--- config.mk ---
export PLATFORM = sky130hd
export DESIGN_NAME = mmac_access_control
export DESIGN_NICKNAME = d
export VERILOG_FILES = /design/src/common/mmac_pkg.sv /design/src/common/mmac_seg_if.sv /design/src/rtl/mmac_access_control.sv /design/src/rtl/mmac_seg_check.sv
export SDC_FILE = /design/constraint.sdc
export NUM_CORES = 2
export LEC_CHECK = 0
export ABC_CLOCK_PERIOD_IN_PS = 6030
export BUFFER_PORTS_ARGS = -buffer_cell sky130_fd_sc_hd__buf_4
export CAP_MARGIN = 20
export CORE_MARGIN = 5
export CORE_UTILIZATION = 30
export CTS_CLUSTER_SIZE = 30
export DETAILED_ROUTE_END_ITERATION = 8
export PLACE_DENSITY = 0.47
export SLEW_MARGIN = 20
export SYNTH_ARGS = -nofsm -noshare
export SYNTH_HDL_FRONTEND = slang
export SYNTH_SLANG_ARGS = --single-unit
--- constraint.sdc ---
create_clock -name mclk -period 6.03 [get_ports mclk]
set_input_delay 0.603 -clock mclk [delete_from_list [all_inputs] [get_ports mclk]]
set_output_delay 0.603 -clock mclk [all_outputs]
set_load 0.03 [all_outputs]
--- src/common/mmac_pkg.sv ---
// Purpose: shared constants and types of the mode based access control unit
// Assumes: 16-bit virtual and physical addresses, APB register window
// Notes: memory map bounds and register layout are fixed here
package mmac_pkg;
  localparam int VA_W    = 16;
  localparam int SEG_MAX = 64;
  localparam int NSEG_FW = 8;

  // cpu modes
  typedef enum logic [2:0] {MD_BOOT, MD_TEST, MD_CLOS, MD_SYS, MD_USER} mmac_mode_e;

  // internal mode bit codes and status word bit
  localparam logic [1:0] MB_BOOT     = 2'h1;
  localparam logic [1:0] MB_TEST     = 2'h2;
  localparam logic [1:0] MB_CLOS     = 2'h3;
  localparam int         PSW_SYS_BIT = 7;

  // memory operations
  localparam logic [1:0] OP_READ  = 2'h0;
  localparam logic [1:0] OP_WRITE = 2'h1;
  localparam logic [1:0] OP_EXEC  = 2'h2;

  // register byte offsets
  localparam logic [7:0] REG_CTRL     = 8'h00;
  localparam logic [7:0] REG_TBLPTR   = 8'h04;
  localparam logic [7:0] REG_FWCTL_LO = 8'h08;
  localparam logic [7:0] REG_FWCTL_HI = 8'h0C;
  localparam logic [7:0] REG_XBASE_LO = 8'h10;
  localparam logic [7:0] REG_XBASE_HI = 8'h14;
  localparam logic [7:0] REG_XSIZE_LO = 8'h18;
  localparam logic [7:0] REG_XSIZE_HI = 8'h1C;
  localparam logic [7:0] REG_STATUS   = 8'h20;

  // field positions
  localparam int CTRL_LOAD_BIT  = 0;
  localparam int CTRL_NSEG_LSB  = 8;
  localparam int STAT_BUSY_BIT  = 0;
  localparam int STAT_FAULT_BIT = 1;
  localparam int STAT_MODE_LSB  = 4;

  // reset values
  localparam logic [15:0] PTR_RST = 16'h0000;
  localparam logic [7:0]  FW_RST  = 8'h00;
  localparam logic [7:0]  XW_RST  = 8'h00;

  // segment entry layout: word0 first/last, word1 offset and rights
  localparam int E_FIRST_LSB = 0;
  localparam int E_LAST_LSB  = 16;
  localparam int E_OFS_LSB   = 0;
  localparam int E_R         = 16;
  localparam int E_W         = 17;
  localparam int E_X         = 18;
  localparam int E_SR        = 19;
  localparam int E_SW        = 20;
  localparam logic [15:0] TBL_STEP = 16'h0004;

  // physical memory map
  localparam logic [15:0] ROM_TEST_END = 16'h0FFF;
  localparam logic [15:0] ROM_END      = 16'h7FFF;
  localparam logic [15:0] EE_BASE      = 16'h8000;
  localparam logic [15:0] EE_CL_END    = 16'h8FFF;
  localparam logic [15:0] EE_END       = 16'hDFFF;
  localparam logic [15:0] EE_MFR_BYTES = 16'h0080;
  localparam logic [15:0] EE_MFR_BASE  = EE_END - EE_MFR_BYTES + 16'h0001;
  localparam logic [15:0] RAM_BASE     = 16'hE000;
  localparam logic [15:0] RAM_CL_END   = 16'hE3FF;
endpackage

--- src/common/mmac_seg_if.sv ---
// Purpose: carries one segment entry and its lookup answer
// Assumes: owner drives request and entry words combinationally
// Notes: answer is combinational
`timescale 1ns/10ps
`default_nettype none
interface mmac_seg_if;
  logic [15:0] vaddr;
  logic [1:0]  op;
  logic [31:0] w0;
  logic [31:0] w1;
  logic        hit;
  logic        permit;
  logic [15:0] paddr;
  modport owner (output vaddr, op, w0, w1, input hit, permit, paddr);
  modport match (input vaddr, op, w0, w1, output hit, permit, paddr);
endinterface
`default_nettype wire

--- src/rtl/mmac_access_control.sv ---
// Purpose: mode based address translation and access checking
// Assumes: cpu signals and table memory on mclk; apb master on mclk
// Notes: segment entries are fetched from memory into a local table
// How it works
// RL1: mode is derived from status word high bit and two mode bits
// RL2: each segment holds rights, first/last address and relocation offset
// RL3: each segment also grants hardware register read and write
// RL4: a segment with no right at all never matches
// RL5: zero to all entries may be defined; count is a register
// RL6: cpu gives virtual addresses; unit issues translated physical ones
// RL7: every access is checked before memory sees it
// RL8: memory read, write, execute and register read, write checked apart
// RL9: table pointer register tells where the table is fetched from
// RL10: firewall and exchange window steer contactless os rights
// RL11: rom, eeprom and ram split into test/os and application parts
// RL12: without contactless os, top 128 eeprom bytes reserved, ram whole
// RL13: refused register read gives zero, refused write is dropped
// RL14: user mode limited by segments, system mode sees application memory
// RL15: refused memory access is blocked and flagged to the cpu
`timescale 1ns/10ps
`default_nettype none

module mmac_access_control
  import mmac_pkg::*;
#(
  parameter int NSEG       = 64,
  parameter bit CL_PRESENT = 1'b1
) (
  input  wire logic        mclk,
  input  wire logic        rst,
  input  wire logic [7:0]  paddr,
  input  wire logic        psel,
  input  wire logic        penable,
  input  wire logic        pwrite,
  input  wire logic [31:0] pwdata,
  output var  logic [31:0] prdata,
  output var  logic        pready,
  output var  logic        pslverr,
  input  wire logic [7:0]  programStatusHigh,
  input  wire logic [1:0]  modeBits,
  input  wire logic        cpuReq,
  input  wire logic [15:0] cpuVaddr,
  input  wire logic [1:0]  cpuOp,
  output var  logic        cpuBusy,
  output var  logic        cpuFault,
  output var  logic        memReq,
  output var  logic [15:0] memPaddr,
  output var  logic [1:0]  memOp,
  output var  logic        tblReq,
  output var  logic [15:0] tblAddr,
  input  wire logic [31:0] tblRdata,
  input  wire logic        tblAck,
  input  wire logic        sfrReq,
  input  wire logic        sfrWrite,
  input  wire logic        sfrHw,
  input  wire logic [3:0]  sfrUnit,
  output var  logic        sfrGrant,
  output var  logic        sfrDeny
);

  localparam int IW = (NSEG > 1) ? $clog2(NSEG) : 1;
  localparam int CW = $clog2(NSEG + 1);

  generate
    if (NSEG < 1 || NSEG > SEG_MAX) begin : g_bad
      $error("NSEG must be 1 to 64");
    end
  endgenerate

  typedef enum logic [1:0] {ST_IDLE, ST_FETCH, ST_SCAN, ST_CHECK} mmac_state_e;

  mmac_mode_e    curMode;
  mmac_mode_e    reqMode_reg;
  mmac_state_e   state_reg;
  mmac_state_e   state_next;
  logic          priv;
  logic [CW-1:0] nseg_reg;
  logic [CW-1:0] idx_reg;
  logic          half_reg;
  logic          loadPend_reg;
  logic [15:0]   tblPtr_reg;
  logic [7:0]    fwLo_reg;
  logic [7:0]    fwHi_reg;
  logic [7:0]    xbLo_reg;
  logic [7:0]    xbHi_reg;
  logic [7:0]    xsLo_reg;
  logic [7:0]    xsHi_reg;
  logic [31:0]   tblW0 [NSEG];
  logic [31:0]   tblW1 [NSEG];
  logic [15:0]   reqVa_reg;
  logic [15:0]   pa_reg;
  logic [1:0]    reqOp_reg;
  logic [1:0]    segSfr_reg;
  logic          fault_reg;
  logic          setup;
  logic          wrAcc;
  logic          loadCmd;
  logic          faultClr;
  logic          lastWord;
  logic          faultEv;
  logic          grantEv;
  logic          regionOk;
  logic          sfrOk;
  logic          mapped;
  logic [31:0]   rdMux;
  logic [15:0]   fwBits;
  logic [15:0]   xBase;
  logic [15:0]   xSize;
  logic [IW-1:0] ix;

  mmac_seg_if segIf ();

  ////////////////////////////////////////////////////////////////////////
  // mode and privilege
  always_comb begin : mode_decode
    case (modeBits)                                                // [RL1]
      MB_BOOT: curMode = MD_BOOT;
      MB_TEST: curMode = MD_TEST;
      MB_CLOS: curMode = CL_PRESENT ? MD_CLOS : MD_SYS;            // [RL12]
      default: curMode = programStatusHigh[PSW_SYS_BIT] ? MD_SYS : MD_USER;
    endcase
  end

  assign priv   = (curMode != MD_USER) && (curMode != MD_CLOS);
  assign fwBits = {fwHi_reg, fwLo_reg};
  assign xBase  = {xbHi_reg, xbLo_reg};
  assign xSize  = {xsHi_reg, xsLo_reg};

  ////////////////////////////////////////////////////////////////////////
  // apb slave: wait state free access, answer in access phase
  assign setup    = psel && !penable;
  assign wrAcc    = psel && penable && pwrite && pready && priv;   // [RL13]
  assign loadCmd  = wrAcc && (paddr == REG_CTRL) && pwdata[CTRL_LOAD_BIT];
  assign faultClr = wrAcc && (paddr == REG_STATUS) && pwdata[STAT_FAULT_BIT];

  // read mux, refused reads give zero
  always_comb begin : read_mux
    mapped = 1'b1;
    rdMux  = '0;
    case (paddr)
      REG_CTRL:     rdMux[CTRL_NSEG_LSB +: CW] = nseg_reg;
      REG_TBLPTR:   rdMux[15:0] = tblPtr_reg;
      REG_FWCTL_LO: rdMux[7:0] = fwLo_reg;
      REG_FWCTL_HI: rdMux[7:0] = fwHi_reg;
      REG_XBASE_LO: rdMux[7:0] = xbLo_reg;
      REG_XBASE_HI: rdMux[7:0] = xbHi_reg;
      REG_XSIZE_LO: rdMux[7:0] = xsLo_reg;
      REG_XSIZE_HI: rdMux[7:0] = xsHi_reg;
      REG_STATUS: begin
        rdMux[STAT_BUSY_BIT]       = (state_reg != ST_IDLE) || loadPend_reg;
        rdMux[STAT_FAULT_BIT]      = fault_reg;
        rdMux[STAT_MODE_LSB +: 3]  = curMode;
      end
      default:      mapped = 1'b0;
    endcase
    if (!priv && paddr != REG_STATUS) begin
      rdMux = '0;                                                  // [RL13]
    end
  end

  // bus answer flops
  always_ff @(posedge mclk or posedge rst) begin : apb_answer
    if (rst) begin
      pready  <= 1'b0;
      pslverr <= 1'b0;
      prdata  <= '0;
    end else begin
      pready  <= setup;
      pslverr <= setup && !mapped;
      prdata  <= (setup && !pwrite) ? rdMux : '0;
    end
  end

  // configuration registers
  always_ff @(posedge mclk or posedge rst) begin : cfg_regs
    if (rst) begin
      nseg_reg   <= '0;
      tblPtr_reg <= PTR_RST;
      fwLo_reg   <= FW_RST;
      fwHi_reg   <= FW_RST;
      xbLo_reg   <= XW_RST;
      xbHi_reg   <= XW_RST;
      xsLo_reg   <= XW_RST;
      xsHi_reg   <= XW_RST;
    end else if (wrAcc) begin
      case (paddr)
        REG_CTRL: begin                                            // [RL5]
          if (pwdata[CTRL_NSEG_LSB +: NSEG_FW] > NSEG_FW'(NSEG)) begin
            nseg_reg <= CW'(NSEG);
          end else begin
            nseg_reg <= pwdata[CTRL_NSEG_LSB +: CW];
          end
        end
        REG_TBLPTR:   tblPtr_reg <= pwdata[15:0];                  // [RL9]
        REG_FWCTL_LO: fwLo_reg <= pwdata[7:0];                     // [RL10]
        REG_FWCTL_HI: fwHi_reg <= pwdata[7:0];
        REG_XBASE_LO: xbLo_reg <= pwdata[7:0];
        REG_XBASE_HI: xbHi_reg <= pwdata[7:0];
        REG_XSIZE_LO: xsLo_reg <= pwdata[7:0];
        REG_XSIZE_HI: xsHi_reg <= pwdata[7:0];
        default: ;
      endcase
    end
  end

  // pending table load and sticky fault, set wins over clear
  always_ff @(posedge mclk or posedge rst) begin : flags
    if (rst) begin
      loadPend_reg <= 1'b0;
      fault_reg    <= 1'b0;
    end else begin
      loadPend_reg <= loadCmd || (loadPend_reg && !(state_reg == ST_IDLE && !cpuReq));
      fault_reg    <= faultEv || (fault_reg && !faultClr);        // [RL15]
    end
  end

  ////////////////////////////////////////////////////////////////////////
  // segment lookup on the current scan index
  assign ix          = idx_reg[IW-1:0];
  assign segIf.vaddr = reqVa_reg;
  assign segIf.op    = reqOp_reg;
  assign segIf.w0    = tblW0[ix];
  assign segIf.w1    = tblW1[ix];

  mmac_seg_check u_seg (
    .sp (segIf.match)
  );

  // physical region check per request mode
  always_comb begin : region_check
    logic inTRom, inARom, inEe, inCEe, inAEe, inRam, inCRam, inARam, inX;
    logic romOp, ramOp, clArea, apArea;
    inTRom = pa_reg <= ROM_TEST_END;                               // [RL11]
    inARom = (pa_reg > ROM_TEST_END) && (pa_reg <= ROM_END);
    inEe   = (pa_reg >= EE_BASE) && (pa_reg <= EE_END);
    inCEe  = CL_PRESENT && inEe && (pa_reg <= EE_CL_END);
    inAEe  = inEe && !inCEe && (CL_PRESENT || pa_reg < EE_MFR_BASE); // [RL12]
    inRam  = pa_reg >= RAM_BASE;
    inCRam = CL_PRESENT && inRam && (pa_reg <= RAM_CL_END);
    inARam = inRam && !inCRam;
    inX    = (pa_reg >= xBase) && (16'(pa_reg - xBase) < xSize);   // [RL10]
    romOp  = reqOp_reg != OP_WRITE;                                // [RL8]
    ramOp  = reqOp_reg != OP_EXEC;
    clArea = (inTRom && romOp) || inCEe || (inCRam && ramOp);
    apArea = (inARom && romOp) || inAEe || (inARam && ramOp);
    case (reqMode_reg)
      MD_BOOT: regionOk = clArea;
      MD_TEST: regionOk = ((inTRom || inARom) && romOp) || inEe || (inRam && ramOp);
      MD_CLOS: regionOk = clArea || (inARam && ramOp && inX);
      default: regionOk = apArea;                                  // [RL14]
    endcase
  end

  ////////////////////////////////////////////////////////////////////////
  // control state machine
  assign lastWord = tblReq && tblAck && half_reg && (CW'(idx_reg + 1'b1) == nseg_reg);

  always_comb begin : fsm_next
    state_next = state_reg;
    faultEv    = 1'b0;
    grantEv    = 1'b0;
    case (state_reg)
      ST_IDLE: begin
        if (cpuReq) begin
          state_next = (curMode == MD_USER) ? ST_SCAN : ST_CHECK; // [RL14]
        end else if (loadPend_reg && nseg_reg != '0) begin
          state_next = ST_FETCH;                                   // [RL9]
        end
      end
      ST_FETCH: begin
        if (lastWord) begin
          state_next = ST_IDLE;
        end
      end
      ST_SCAN: begin
        if (idx_reg == nseg_reg) begin
          faultEv    = 1'b1;                                       // [RL5]
          state_next = ST_IDLE;
        end else if (segIf.hit) begin
          faultEv    = !segIf.permit;                              // [RL7]
          state_next = segIf.permit ? ST_CHECK : ST_IDLE;
        end
      end
      ST_CHECK: begin
        grantEv    = regionOk;                                     // [RL7]
        faultEv    = !regionOk;                                    // [RL15]
        state_next = ST_IDLE;
      end
      default: state_next = ST_IDLE;
    endcase
  end

  always_ff @(posedge mclk or posedge rst) begin : fsm_state
    if (rst) begin
      state_reg <= ST_IDLE;
    end else begin
      state_reg <= state_next;
    end
  end

  // request capture, scan and fetch indices
  always_ff @(posedge mclk or posedge rst) begin : datapath
    if (rst) begin
      idx_reg     <= '0;
      half_reg    <= 1'b0;
      reqVa_reg   <= '0;
      reqOp_reg   <= OP_READ;
      reqMode_reg <= MD_BOOT;
      pa_reg      <= '0;
      segSfr_reg  <= '0;
    end else begin
      case (state_reg)
        ST_IDLE: begin
          idx_reg  <= '0;
          half_reg <= 1'b0;
          if (cpuReq) begin
            reqVa_reg   <= cpuVaddr;
            reqOp_reg   <= cpuOp;
            reqMode_reg <= curMode;
            pa_reg      <= cpuVaddr;                               // [RL6]
          end
        end
        ST_FETCH: begin
          if (tblReq && tblAck) begin
            half_reg <= !half_reg;
            if (half_reg) begin
              idx_reg <= CW'(idx_reg + 1'b1);
            end
          end
        end
        ST_SCAN: begin
          // an index past the defined entries may point at stale words
          if (idx_reg != nseg_reg && segIf.hit) begin
            pa_reg <= segIf.paddr;                                 // [RL6]
            if (segIf.permit && reqOp_reg == OP_EXEC) begin
              segSfr_reg <= {segIf.w1[E_SW], segIf.w1[E_SR]};      // [RL3]
            end
          end else if (idx_reg != nseg_reg) begin
            idx_reg <= CW'(idx_reg + 1'b1);
          end
        end
        default: ;
      endcase
    end
  end

  // local segment table, filled by the fetch walk
  always_ff @(posedge mclk) begin : table_store
    if (state_reg == ST_FETCH && tblReq && tblAck) begin
      if (half_reg) begin
        tblW1[ix] <= tblRdata;                                     // [RL2]
      end else begin
        tblW0[ix] <= tblRdata;
      end
    end
  end

  // table memory handshake, one idle cycle between words
  always_ff @(posedge mclk or posedge rst) begin : table_port
    if (rst) begin
      tblReq  <= 1'b0;
      tblAddr <= '0;
    end else if (state_reg == ST_IDLE) begin
      tblReq  <= state_next == ST_FETCH;
      tblAddr <= tblPtr_reg;                                       // [RL9]
    end else if (state_reg == ST_FETCH) begin
      if (tblReq && tblAck) begin
        tblReq  <= 1'b0;
        tblAddr <= 16'(tblAddr + TBL_STEP);
      end else begin
        tblReq  <= 1'b1;
      end
    end else begin
      tblReq <= 1'b0;
    end
  end

  // cpu and memory side outputs
  always_ff @(posedge mclk or posedge rst) begin : cpu_port
    if (rst) begin
      memReq   <= 1'b0;
      cpuFault <= 1'b0;
      cpuBusy  <= 1'b0;
      memPaddr <= '0;
      memOp    <= OP_READ;
    end else begin
      memReq   <= grantEv;
      cpuFault <= faultEv;                                         // [RL15]
      cpuBusy  <= state_next != ST_IDLE;
      if (grantEv) begin
        memPaddr <= pa_reg;
        memOp    <= reqOp_reg;
      end
    end
  end

  ////////////////////////////////////////////////////////////////////////
  // hardware register access check
  always_comb begin : sfr_check
    if (!sfrHw) begin
      sfrOk = 1'b1;
    end else begin
      case (curMode)
        MD_USER: sfrOk = segSfr_reg[sfrWrite];                     // [RL3] [RL8]
        MD_CLOS: sfrOk = fwBits[sfrUnit];                          // [RL10]
        default: sfrOk = 1'b1;
      endcase
    end
  end

  always_ff @(posedge mclk or posedge rst) begin : sfr_answer
    if (rst) begin
      sfrGrant <= 1'b0;
      sfrDeny  <= 1'b0;
    end else begin
      sfrGrant <= sfrReq && sfrOk;
      sfrDeny  <= sfrReq && !sfrOk;                                // [RL13]
    end
  end
endmodule // mmac_access_control
`default_nettype wire

--- src/rtl/mmac_seg_check.sv ---
// Purpose: matches a virtual address against one segment entry
// Assumes: entry words laid out as in the package
// Notes: purely combinational
`timescale 1ns/10ps
`default_nettype none
module mmac_seg_check
  import mmac_pkg::*;
(
  mmac_seg_if.match sp
);
  logic [15:0] first;
  logic [15:0] last;
  logic [15:0] ofs;
  logic        anyRight;

  // entry fields
  assign first = sp.w0[E_FIRST_LSB +: VA_W];
  assign last  = sp.w0[E_LAST_LSB +: VA_W];
  assign ofs   = sp.w1[E_OFS_LSB +: VA_W];

  // an entry without any right is disabled
  assign anyRight = |sp.w1[E_SW:E_R];                                   // [RL4]
  assign sp.hit   = anyRight && (sp.vaddr >= first) && (sp.vaddr <= last); // [RL2]

  // per operation right
  assign sp.permit = (sp.op == OP_READ)  ? sp.w1[E_R] :
                     (sp.op == OP_WRITE) ? sp.w1[E_W] : sp.w1[E_X];  // [RL8]

  // relocation to physical
  assign sp.paddr = 16'(sp.vaddr + ofs);                                // [RL2] [RL6]
endmodule // mmac_seg_check
`default_nettype wire

==> flow_summary.ini <==
[setup_path]
crit_buf_inv = 4
critPathMaxFanout = 16
crit_family = compound AO/OA/AOI/OAI gates
cp_common_cell = buf_4
critPathKind = flip-flop to flip-flop
cp-start-kind = flip-flop
end_kind = flip-flop
slowest_stage = nor3b_4
cpPeakStageDelay_ns = 0.73
critPathRequiredTime_ns = 6.85
crit_chain = nor3b_4 > buf_12 > buf_4 > a22oi_1 > a41oi_1 > a21oi_1 > and3_1 > ha_1 > and3_1 > a221o_1 > a221oi_1 > buf_4 > o211ai_1 > a31o_2 > a21o_1 > nor4_1 > buf_4 > mux2_2
cp.arrival_ns = 6.72

[layout]
final_nets = 8283
fin_cells = 14328
fin_area_sq_um = 158000
top_register = tblW0
area_delta_synth_final_pct = 18.4
fillers = 41450
drive_above_1_share = 0.187
post-route-util = 0.356
largest_register_ffs = 2048
top_regs = tblW0: 2048 flops, tblW1: 1344 flops

[floorplan]
die_w_um = 678
start_util = 0.301
dieArea_sq_um = 459000
coreArea_sq_um = 445000
die_y_um = 678
num_io_pins = 188
fp-row-count = 245

[pwr]
power_switching_share = 0.291
ir_drop_mv = 0.290
pwr_density_cell_nw_per_um2 = 396
netSwitchingPower_w = 0.0183
leakagePower_nw = 49.3
comb_power_share = 0.202
power.share.clock = 0.354
p_seq_frac = 0.444
p_int_w = 0.0445

[synthesis]
synth.most_common_cell = edfxtp_1
yosys.area.top_type = edfxtp_1
synth_area_sq_um = 134000
syn_inst = 7436
synth_top_flop_cell = edfxtp_1
postSynthAreaPerCell_sq_um = 18.0
ys_seq_area_frac = 0.796
synth.top_cells.by_count = edfxtp_1, a22oi_1, clkbuf_1, a221oi_1, a22o_1
ys_seq_elements = 3572
yosys_warnings = 0
synthTopCellsByArea = edfxtp_1, a22oi_1, dfrtp_1
synth.top_cell.area_share = 0.762
ys_async_sr_fraction = 0.0504
yosysUniqueCellTypes = 91
synth_edf_count = 3392

[placement]
gp_congestion = 0.834
place_ws_ns = -0.0451
dpl_cell_area_sq_um = 146000
port_buffers = 148
dpl.hpwl_um = 279000
place_inst = 13584

[global_routing]
grt_pass1_wl_um = 639000
grt_max_degree = 143
overflow = 0
grt_usage = 0.194
grt_pass1_vias = 77518
antenna_found_initial = 44

[timing]
fmax_mhz = 169
setup_slack_ns = 0.126
worst_pin_slew_ns = 1.20
hold_viol = 0
slew_violations = 0
setup_viol = 0
clock_skew_ns = 0.0590
finalCritPeriodShare = 0.979
relSlewSlack = 0.196
min_period_ns = 5.90

[cts]
clock_sinks = 3572
tritoncts = yes
numCtsBuffers = 375
clk_path_buf_depth = 4
clk_latency_ns = 0.97
htreeDepth = 5
path_clk_slew_ns = 0.06
cts_root_buf = clkbuf_16

[routing]
first_iter_violations = 9708
drc_errors = 0
routedWlPerCell_um = 32.3
routed_wl_um = 463000
vias_per_cell = 5.48
drtPass1Iterations = 5
dr_total_vias = 78480
ant_nets = 0

[job]
maxCapViolations = 0

[min_path]
hold_path_class = input port to flip-flop

[status]
status = complete, no violations
-- cells by family after synthesis --
| family | count (synthesis) | synth area share |
|---|---|---|
| AOI/OAI and AO/OA | 2267 | 0.127 |
| xor gates and xnor gates | 44 | 0.00299 |
| adders and majority gates | 86 | 0.00816 |
| buffers and inverters | 548 | 0.0176 |
| DFF | 3572 | 0.796 |
| muxes | 214 | 0.0216 |
| other | 1 | 0.0000280 |
| and+or+nand+nor | 704 | 0.0272 |
-- placed cells by master (no fill, tap or decap), drive strengths merged, types with 13 or more instances in the layout --
cell         netlist  final
edfxtp          3392   3392
a22oi           1193   1193
buf              216    691
clkbuf           264    458
a221oi           217    217
a22o             208    208
a31oi            205    205
nor2             205    205
dfrtp            180    180
clkinv             0    172
a21oi            144    144
mux2             134    134
nand2            123    123
a41oi            108    108
nand4            102    102
inv               68     88
ha                84     84
o21ai             70     70
nand3             63     63
nor4              56     56
dlygate4sd3        0     44
and3              41     41
mux4              41     41
mux2i             39     39
nor3              28     28
xnor2             26     26
a21o              25     25
xor2              17     17
diode              0     16
conb               1     16
bufinv             0     16
and2              14     14
nand2b            13     13
nor2b             13     13
-- timing repair --
action                                 in CTS  in global routing
hold buffers                               44                  0
endpoints found under the hold margin     242                  0
gates resized for setup                     0                  4
pin swaps                                   0                  0
setup endpoints to repair                   2                  3
buffers inserted                            2                  2
-- power groups by stage --
stage          combinational, W  sequential, W  clock [W]
2_1_floorplan           0.00683         0.0282          0
3_3_place_gp             0.0126         0.0284          0
3_5_place_dp             0.0126         0.0284          0
6_report                 0.0127         0.0279     0.0222
5_1_grt                  0.0134         0.0279     0.0237
4_1_cts                  0.0127         0.0279     0.0226
-- worst paths after layout --
check,start,end,slack [ns],cells after the start
max,idx_reg[0],segSfr_reg[1],0.13,18
min,programStatusHigh[7],reqMode_reg[2],0.08,3
max reg2reg,idx_reg[0],segSfr_reg[1],0.13,18
min reg2reg,memOp[0],memOp[0],0.49,2
max in group asynchronous,rst,memPaddr[12],4.59,4
min in group asynchronous,rst,prdata[11],0.33,3
-- metrics by stage --
| stage | setup TNS (ns) | hold WS [ns] | power (W) |
|---|---|---|---|
| 6_report | 0 | 0.0815 | 0.0628 |
| 5_1_grt | -0.000839 | 0.0790 | 0.0650 |
| 4_1_cts | 0 | 0.000617 | 0.0632 |
| 3_5_place_dp | -0.0901 | 0.476 | 0.0410 |
| 3_3_place_gp | -0.140 | 0.474 | 0.0410 |
| 2_1_floorplan | 0 | 0.465 | 0.0350 |
-- cell type report --
class,instances,area [sq um],share of cell area
Sequential cell,3572,106000,0.672
Multi-Input combinational cell,3331,25900,0.164
Clock buffer,458,9850,0.0622
Tap cell,5928,7420,0.0468
Timing Repair Buffer,735,6680,0.0422
Clock inverter,220,1790,0.0113
Inverter,68,268,0.00169
Antenna cell,16,40.0,0.000253
-- worst register-to-register path, stage by stage, from the launching register on --
cell and delay [ns]:
dfrtp_4 0.59, nor3b_4 0.75, buf_12 0.29, buf_4 0.33
a22oi_1 0.16, a41oi_1 0.47, a21oi_1 0.11, and3_1 0.20
ha_1 0.28, and3_1 0.20, a221o_1 0.36, a221oi_1 0.31
buf_4 0.20, o211ai_1 0.10, a31o_2 0.39, a21o_1 0.24
nor4_1 0.32, buf_4 0.18, mux2_2 0.32
-- per-layer routing --
metal,share of wire,track usage,wire length [um]
met5,0.00030,0,141
met4,0.030,0.0529,13900
met3,0.071,0.0284,33100
met2,0.47,0.316,219000
met1,0.42,0.271,197000
Note: power is estimated with default switching activity, not from simulation.
